[src/verilog/pofp_params.svh]
// constants for the start/stop, fault-clear and phase-select command block
`ifndef POFP_PARAMS_SVH
`define POFP_PARAMS_SVH
`define POFP_CMD_START_STOP 8'h02
`define POFP_CMD_FAULT_CLEAR 8'h03
`define POFP_CMD_PHASE_SELECT 8'h04
`define POFP_PHASE_ALL 8'hFF
`define POFP_PHASE_RESET 8'hFF
`define POFP_SS_RESET 5'h00
`define POFP_SS_RSVD_MASK 8'hE0
`define POFP_SS_PU 4
`define POFP_SS_CMD 3
`define POFP_SS_CP 2
`define POFP_SS_POL 1
`define POFP_SS_DLY 0
`define POFP_CLK_NS 5
`define POFP_TICK_NS 1000
`define POFP_TICK_CYC ((`POFP_TICK_NS + `POFP_CLK_NS - 1) / `POFP_CLK_NS)
`endif

[src/verilog/pofp_pkg.sv]
// types for the start/stop, fault-clear and phase-select block
`default_nettype none
package pofp_pkg;
	typedef enum logic [1:0] {
		CONV_OFF,
		CONV_RUN,
		CONV_WAIT,
		CONV_RAMP
	} pofp_conv_t;
endpackage
`default_nettype wire

[src/verilog/pofp_regs.sv]
// start/stop config, fault clear and phase select with conversion control
`include "pofp_params.svh"
`default_nettype none
module pofp_regs
	import pofp_pkg::*;
#(
	parameter int NFAULT = 4
) (
	// clock and reset
	input wire logic clk_sys,
	input wire logic srst,
	// command port from the bus engine
	input wire logic cmd_valid,
	input wire logic cmd_write,
	input wire logic cmd_has_data,
	input wire logic [7:0] cmd_code,
	input wire logic [7:0] cmd_data,
	output logic rsp_valid,
	output logic [7:0] rsp_data,
	output logic cmd_invalid,
	// alert handling
	input wire logic ara_answered,
	output logic alert_oe,
	output logic [NFAULT:0] status_bits,
	// power control
	input wire logic enable_lockout_pin,
	input wire logic input_power_good,
	input wire logic [NFAULT-1:0] fault_src,
	input wire logic fault_latchoff,
	input wire logic operation_on_bit,
	input wire logic [15:0] turnoff_wait_time,
	input wire logic [15:0] turnoff_ramp_time,
	output logic convert_en,
	output logic ramp_down,
	output logic pin_uvlo_active,
	// straps and stored defaults
	input wire logic [4:0] nvm_start_stop,
	input wire logic ground_sense_strap,
	input wire logic [1:0] stack_position_cmd,
	input wire logic [2:0] stack_phases,
	output logic [7:0] phase_select,
	output logic [1:0] own_phase,
	output logic phase_addressed
);
	localparam int NS = NFAULT + 2;
	localparam logic [7:0] TICK_LAST = 8'(`POFP_TICK_CYC - 1);

	if (NFAULT < 1 || NFAULT > 16) begin : g_bad_nfault
		$error("NFAULT must be 1 to 16");
	end

	function automatic logic ss_ok(input logic [7:0] d);
		// power-up on pin/command with neither source selected could never start
		return ((d & `POFP_SS_RSVD_MASK) == 8'h00) &&
			(!d[`POFP_SS_PU] || d[`POFP_SS_CMD] || d[`POFP_SS_CP]);
	endfunction

	function automatic logic phase_ok(input logic [7:0] d, input logic [2:0] n);
		return (d == `POFP_PHASE_ALL) || (d < {5'h00, n});
	endfunction

	// pin synchronisers: a change counts once stages two and three agree
	logic [NS-1:0] s1_reg, s2_reg, s3_reg, filt_reg, filt_next;
	for (genvar i = 0; i < NS; i++) begin : g_filt
		always_comb begin
			filt_next[i] = (s2_reg[i] == s3_reg[i]) ? s3_reg[i] : filt_reg[i];
		end
	end
	always_ff @(posedge clk_sys) begin
		if (srst) begin
			s1_reg <= '0;
			s2_reg <= '0;
			s3_reg <= '0;
			filt_reg <= '0;
		end else begin
			s1_reg <= {fault_src, input_power_good, enable_lockout_pin};
			s2_reg <= s1_reg;
			s3_reg <= s2_reg;
			filt_reg <= filt_next;
		end
	end
	logic pin_lvl, pgood;
	logic [NFAULT-1:0] faults;
	assign pin_lvl = filt_reg[0];
	assign pgood = filt_reg[1];
	assign faults = filt_reg[NS-1:2];

	// one microsecond tick for turn-off timing
	logic [7:0] tick_cnt_reg, tick_cnt_next;
	logic tick;
	assign tick = (tick_cnt_reg == TICK_LAST);
	always_comb begin
		tick_cnt_next = tick ? 8'h00 : tick_cnt_reg + 8'h01;
	end

	// configuration and command decode
	logic loaded_reg, loaded_next;
	logic [4:0] ss_reg, ss_next;
	logic [7:0] phase_reg, phase_next;
	logic [1:0] own_reg, own_next;
	logic [2:0] stack_reg, stack_next;
	logic rsp_v_reg, rsp_v_next;
	logic [7:0] rsp_d_reg, rsp_d_next;
	logic inv_reg, inv_now, clr_now;
	logic addressed;

	assign addressed = (phase_reg == `POFP_PHASE_ALL) || (phase_reg == {6'h00, own_reg});

	always_comb begin
		ss_next = ss_reg;
		phase_next = phase_reg;
		own_next = own_reg;
		stack_next = stack_reg;
		loaded_next = 1'b1;
		rsp_v_next = 1'b0;
		rsp_d_next = rsp_d_reg;
		inv_now = 1'b0;
		clr_now = 1'b0;
		if (!loaded_reg) begin
			// stored defaults and straps are caught one cycle after reset release
			ss_next = nvm_start_stop;
			own_next = ground_sense_strap ? stack_position_cmd : 2'h0;
			stack_next = stack_phases;
		end else if (cmd_valid) begin
			case (cmd_code)
				`POFP_CMD_START_STOP: begin
					if (!cmd_write) begin
						rsp_v_next = 1'b1;
						rsp_d_next = {3'h0, ss_reg};
					end else if (cmd_has_data && ss_ok(cmd_data)) begin
						ss_next = cmd_data[4:0];
					end else begin
						inv_now = 1'b1;
					end
				end
				`POFP_CMD_FAULT_CLEAR: begin
					if (cmd_write && !cmd_has_data) begin
						clr_now = addressed;
					end else begin
						inv_now = 1'b1;
					end
				end
				`POFP_CMD_PHASE_SELECT: begin
					if (!cmd_write) begin
						rsp_v_next = 1'b1;
						rsp_d_next = phase_reg;
					end else if (cmd_has_data && phase_ok(cmd_data, stack_reg)) begin
						phase_next = cmd_data;
					end else begin
						inv_now = 1'b1;
					end
				end
				default: begin
				end
			endcase
		end
	end

	// start/stop decision
	logic pu, cmdb, cp, pol, dly;
	logic pin_on, pin_term, cmd_term, want, pin_off, run_ok;
	assign pu = ss_reg[`POFP_SS_PU];
	assign cmdb = ss_reg[`POFP_SS_CMD];
	assign cp = ss_reg[`POFP_SS_CP];
	assign pol = ss_reg[`POFP_SS_POL];
	assign dly = ss_reg[`POFP_SS_DLY];
	assign pin_on = pol ? pin_lvl : !pin_lvl;
	assign pin_term = !cp || pin_on;
	assign cmd_term = !cmdb || operation_on_bit;
	assign want = loaded_reg && pgood &&
		(!pu || (pin_term && cmd_term && (cp || cmdb)));
	assign pin_off = pu && cp && !pin_on && cmd_term;

	// latch-off is released only when want drops (off request or power-good loss), never by a fault clear
	logic latch_reg, latch_next, want_d_reg, toggle_clr;
	assign latch_next = fault_latchoff || (latch_reg && want);
	assign run_ok = want && !latch_reg;
	assign toggle_clr = want && !want_d_reg;

	// sticky status and alert; a set in the clearing cycle wins
	logic [NFAULT:0] status_reg, status_next, set_in;
	logic alert_reg, alert_next, raise, wipe;
	assign set_in = {inv_now, faults};
	assign wipe = clr_now || toggle_clr;
	// sticky bits keep a source blocked until wiped, so only new sources alert
	assign raise = |(set_in & (~status_reg | {(NFAULT + 1){wipe}}));
	always_comb begin
		status_next = (wipe ? '0 : status_reg) | set_in;
		alert_next = (alert_reg && !ara_answered && !wipe) || raise;
	end

	// conversion sequencer
	pofp_conv_t state_reg, state_next;
	logic [15:0] cnt_reg, cnt_next;
	always_comb begin
		state_next = state_reg;
		cnt_next = cnt_reg;
		case (state_reg)
			CONV_OFF: begin
				if (run_ok) begin
					state_next = CONV_RUN;
				end
			end
			CONV_RUN: begin
				if (!run_ok) begin
					if (pin_off && !dly && pgood && !latch_reg) begin
						state_next = CONV_WAIT;
						cnt_next = turnoff_wait_time;
					end else begin
						state_next = CONV_OFF;
					end
				end
			end
			CONV_WAIT: begin
				if (run_ok) begin
					state_next = CONV_RUN;
				end else if (latch_reg || !pgood) begin
					state_next = CONV_OFF;
				end else if (tick) begin
					if (cnt_reg == 16'h0000) begin
						state_next = CONV_RAMP;
						cnt_next = turnoff_ramp_time;
					end else begin
						cnt_next = cnt_reg - 16'h0001;
					end
				end
			end
			CONV_RAMP: begin
				if (run_ok) begin
					state_next = CONV_RUN;
				end else if (latch_reg || !pgood) begin
					state_next = CONV_OFF;
				end else if (tick) begin
					if (cnt_reg == 16'h0000) begin
						state_next = CONV_OFF;
					end else begin
						cnt_next = cnt_reg - 16'h0001;
					end
				end
			end
			default: begin
				state_next = CONV_OFF;
			end
		endcase
	end

	logic conv_reg, ramp_reg, uvlo_reg, addr_reg;
	always_ff @(posedge clk_sys) begin
		if (srst) begin
			tick_cnt_reg <= 8'h00;
			loaded_reg <= 1'b0;
			ss_reg <= `POFP_SS_RESET;
			phase_reg <= `POFP_PHASE_RESET;
			own_reg <= 2'h0;
			stack_reg <= 3'h0;
			rsp_v_reg <= 1'b0;
			rsp_d_reg <= 8'h00;
			inv_reg <= 1'b0;
			latch_reg <= 1'b0;
			want_d_reg <= 1'b0;
			status_reg <= '0;
			alert_reg <= 1'b0;
			state_reg <= CONV_OFF;
			cnt_reg <= 16'h0000;
			conv_reg <= 1'b0;
			ramp_reg <= 1'b0;
			uvlo_reg <= 1'b0;
			addr_reg <= 1'b0;
		end else begin
			tick_cnt_reg <= tick_cnt_next;
			loaded_reg <= loaded_next;
			ss_reg <= ss_next;
			phase_reg <= phase_next;
			own_reg <= own_next;
			stack_reg <= stack_next;
			rsp_v_reg <= rsp_v_next;
			rsp_d_reg <= rsp_d_next;
			inv_reg <= inv_now;
			latch_reg <= latch_next;
			want_d_reg <= want;
			status_reg <= status_next;
			alert_reg <= alert_next;
			state_reg <= state_next;
			cnt_reg <= cnt_next;
			conv_reg <= (state_next != CONV_OFF);
			ramp_reg <= (state_next == CONV_RAMP);
			uvlo_reg <= cp && pol;
			addr_reg <= addressed;
		end
	end

	assign rsp_valid = rsp_v_reg;
	assign rsp_data = rsp_d_reg;
	assign cmd_invalid = inv_reg;
	assign alert_oe = alert_reg;
	assign status_bits = status_reg;
	assign convert_en = conv_reg;
	assign ramp_down = ramp_reg;
	assign pin_uvlo_active = uvlo_reg;
	assign phase_select = phase_reg;
	assign own_phase = own_reg;
	assign phase_addressed = addr_reg;
endmodule
`default_nettype wire

[config.mk]
export PLATFORM = sky130hd
export DESIGN_NAME = pofp_regs
export DESIGN_NICKNAME = d
export VERILOG_FILES = /design/src/verilog/pofp_pkg.sv /design/src/verilog/pofp_regs.sv
export VERILOG_INCLUDE_DIRS = /design/src /design/src/verilog
export SDC_FILE = /design/constraint.sdc
export NUM_CORES = 1
export LEC_CHECK = 0
export BUFFER_PORTS_ARGS = -buffer_cell sky130_fd_sc_hd__buf_2
export CELL_PAD_IN_SITES_DETAIL_PLACEMENT = 1
export CELL_PAD_IN_SITES_GLOBAL_PLACEMENT = 1
export CORE_ASPECT_RATIO = 0.75
export CORE_MARGIN = 5
export CORE_UTILIZATION = 42
export CTS_CLUSTER_DIAMETER = 150
export DETAILED_ROUTE_END_ITERATION = 16
export PLACE_DENSITY = 0.86
export SLEW_MARGIN = 20
export SYNTH_ARGS = -nofsm -noshare
export SYNTH_HDL_FRONTEND = slang
export SYNTH_SLANG_ARGS = --single-unit
[constraint.sdc]
create_clock -name clk_sys -period 4.4 [get_ports clk_sys]
set_clock_uncertainty 0.15 [all_clocks]
set_input_delay 0.88 -clock clk_sys [delete_from_list [all_inputs] [get_ports clk_sys]]
set_output_delay 0.88 -clock clk_sys [all_outputs]
set_load 0.02 [all_outputs]
==> flow_summary.ini <==
[timing]
rsz0062_at_grt = no
slew_headroom_pct = 30.2
drv_slew = 0
worst_slew_pin_slew_ns = 1.02
setup_viol = 0
fin_crit_ns = 3.23
final.period_utilization_pct = 73.4
hold_ws_ns = 0.289
finalHoldViolCount = 0
setup_tns_ns = 0
max_clock_freq_mhz = 310

[clocking]
cts_max_level = 3
cts_tree = built
post_cts_resized = 0
cts_sinks = 91
clk_path_buf_depth = 2
clkLatencyLatePin_ns = 0.35
cts_setup_buffers = 0
path_clk_slew_ns = 0.07
hold_buffers = 0
cts_buffers = 9
root_buffer = clkbuf_16

[route]
wl_met1_mm = 5.37
wl_mm = 12.5
avgViaCountPerCell = 5.61
top_layer = met4
wl_per_cell_um = 17.5
antenna_left = 0
dr.pass1.iters = 4
wl_met3_um = 838
route.detailed.drc = 0
initialDrtViolationCount = 228
vias = 3997
dr_wl_met2_mm = 6.15

[die]
core_area_um2 = 9700
fp.dieArea_um2 = 12100
placementRows = 31
io_pins = 103
initial_core_util_pct = 43.2
die_x_um = 125
dieHeight_um = 96.5

[pwr]
pwr-share-clk_pct = 43.5
p_total_w = 0.00171
p_sw_w = 0.000425
pwr-share-comb_pct = 6.5
p_int_w = 0.00128
leakage_nw = 2.14
seq_power_share_pct = 50.0
switching_share_pct = 24.9
power_density_nw_per_um2 = 338
ir_drop_mv = 0.163

[layout]
design_area_um2 = 5060
antenna_cells = 0
layout.nets = 654
post-route-util_pct = 52.2
largest_reg_flops = 16
layout-drive-gt1-share_pct = 23.6
syn2layout_area_growth_pct = 20.7

[critical_path]
cp_max_fo = 5
worstPathCellList = buf_2 -> o311ai_0 -> a21oi_1 -> a2111oi_0 -> o21ai_0 -> a41oi_1
timing.rr.end = cnt_reg[12]$_SDFFE_PP0P_
worstPathRequired_ns = 4.52
startpoint_type = primary input
rr_worst_depth = 6
cpPeakStageDelay_ns = 0.92
crit_type = primary input to flip-flop
slowest_stage = a2111oi_0
r2r_start = loaded_reg$_DFF_P_
rrSetupSlack_ns = 1.53
arrival_ns = 3.35
critPathCaptureType = flip-flop

[place]
dp_hpwl_mm = 9.05
io_buffers = 102
placed_cell_area_um2 = 4780
gp_congestion = 0.834

[flow_run]
drv_cap = 0

[synth]
ys_seq_elements = 91
synth_ff_type = dfxtp_1
synthesis.nets = 561
yosys.area.top_type = dfxtp_1
synth_cells = 483
ys_types = 62
synth-edff-count = 0
yosys.area.top_type_share_pct = 43.5
synthTopCellsByArea = dfxtp_1, nor2_1, mux2i_1, a21oi_1, nor2b_1
syn_avg_cell_area_um2 = 8.68
synth_seq_area_share_pct = 43.5
async_flop_share_pct = 0
synth_warnings = 0
syn_area_um2 = 4190

[worst_hold_path]
hold_path_end = s2_reg[2]$_SDFF_PP0_
hp-class = flip-flop to flip-flop
hp-start = s1_reg[2]$_SDFF_PP0_
hold_depth = 1

[global_routing]
gr-total-overflow = 0
grt_pass1_vias = 4047
grt_max_degree = 66
gr-usage-all-layers_pct = 20.6
antenna_found_initial = 0
grt_pass1_wl_mm = 20.0

[outcome]
outcome = completed
==> Yosys cell counts (4+ instances only) <==
cell type / instances
a21o_1: 5
nand2_1: 36
xor2_1: 11
nor2_1: 54
nor4_1: 5
clkbuf_1: 13
dfxtp_1: 91
ha_1: 5
a31oi_1: 7
and3_1: 6
buf_2: 4
mux2i_1: 18
nand3_1: 20
nand4_1: 11
nor3_1: 12
o21ai_1: 6
a21oi_1: 33
a211oi_1: 12
a22oi_1: 4
xnor2_1: 5
o211ai_1: 8
inv_1: 19
o21ai_0: 16
nor2b_1: 23
==> how the worst max path moves through the flow <==
stage,startpoint,end,slack [ns],cells past startpoint
finish,cmd_data[2],alert_oe$_SDFF_PP0_,1.17,6
global route,cmd_data[4],alert_oe$_SDFF_PP0_,1.25,7
CTS,cmd_data[2],alert_oe$_SDFF_PP0_,1.30,6
detailed placement,cmd_data[2],alert_oe$_SDFF_PP0_,1.04,6
global placement,cmd_data[2],alert_oe$_SDFF_PP0_,1.14,6
floorplan,cmd_code[3],rsp_data[5]$_SDFFE_PP0P_,1.62,5
==> through the flow <==
| stage | cells | worst slack (ns) |
|---|---|---|
| finish | 713 | 1.17 |
| global route | 713 | 1.25 |
| CTS | 713 | 1.30 |
| detailed placement | 697 | 1.04 |
| global placement | 697 | 1.14 |
| floorplan | 483 | 1.62 |
==> worst max-delay path: cells and delay by family <==
family / cells / cell delay [ns]
compound gates: 5 / 2.33
buf+inv: 1 / 0.13
==> routing by layer <==
| layer | global-route usage (%) | vias up |
|---|---|---|
| li1 | - | 1922 |
| met1 | 25.2 | 1954 |
| met2 | 36.0 | 107 |
| met3 | 5.99 | 14 |
| met4 | 5.69 | 0 |
| met5 | 0 | - |
==> power by group through the flow <==
stage	logic, W	registers (W)	clock network, W
2_1_floorplan	0.0000575	0.000869	0
3_3_place_gp	0.000104	0.000872	0
3_5_place_dp	0.000110	0.000874	0
4_1_cts	0.000112	0.000855	0.000758
5_1_grt	0.000124	0.000857	0.000790
6_report	0.000111	0.000855	0.000744
==> placed cells by master, fill, tap and decap left out, types with 4 or more instances in the layout <==
cell / instances
a31oi_1: 7
o211ai_1: 8
xor2_1: 11
nor2_1: 54
xnor2_1: 5
nand4_1: 11
a21oi_1: 33
o21ai_0: 16
nor4_1: 5
and3_1: 6
ha_1: 5
nand2_1: 36
buf_2: 102
nor2b_1: 23
mux2i_1: 18
a22oi_1: 4
a211oi_1: 12
a21o_1: 5
clkbuf_16: 9
nand3_1: 20
o21ai_1: 6
inv_1: 19
buf_4: 5
nor3_1: 12
dfxtp_1: 91
==> cell families (layout without fill, tap and decap cells) <==
kind of cell,count (synthesis),in the layout,share of synthesized area (%)
and+or+nand+nor,194,194,24.4
AOI/OAI and AO/OA,115,115,18.3
DFF,91,91,43.5
buffers and inverters,44,142,4.78
muxes,18,18,4.30
xor gates and xnor gates,16,16,3.34
adders and majority gates,5,5,1.49
==> area by class of cell <==
class / instances / area (µm²)
clock buffer: 9 / 225
sequential: 91 / 1820
timing repair buffer: 107 / 548
fill: 1206 / 4640
tap: 132 / 165
clock inverter: 7 / 58.8
multi-input combinational: 348 / 2170
inverter: 19 / 71.3
No activity file was read; power rests on OpenSTA's default activity.
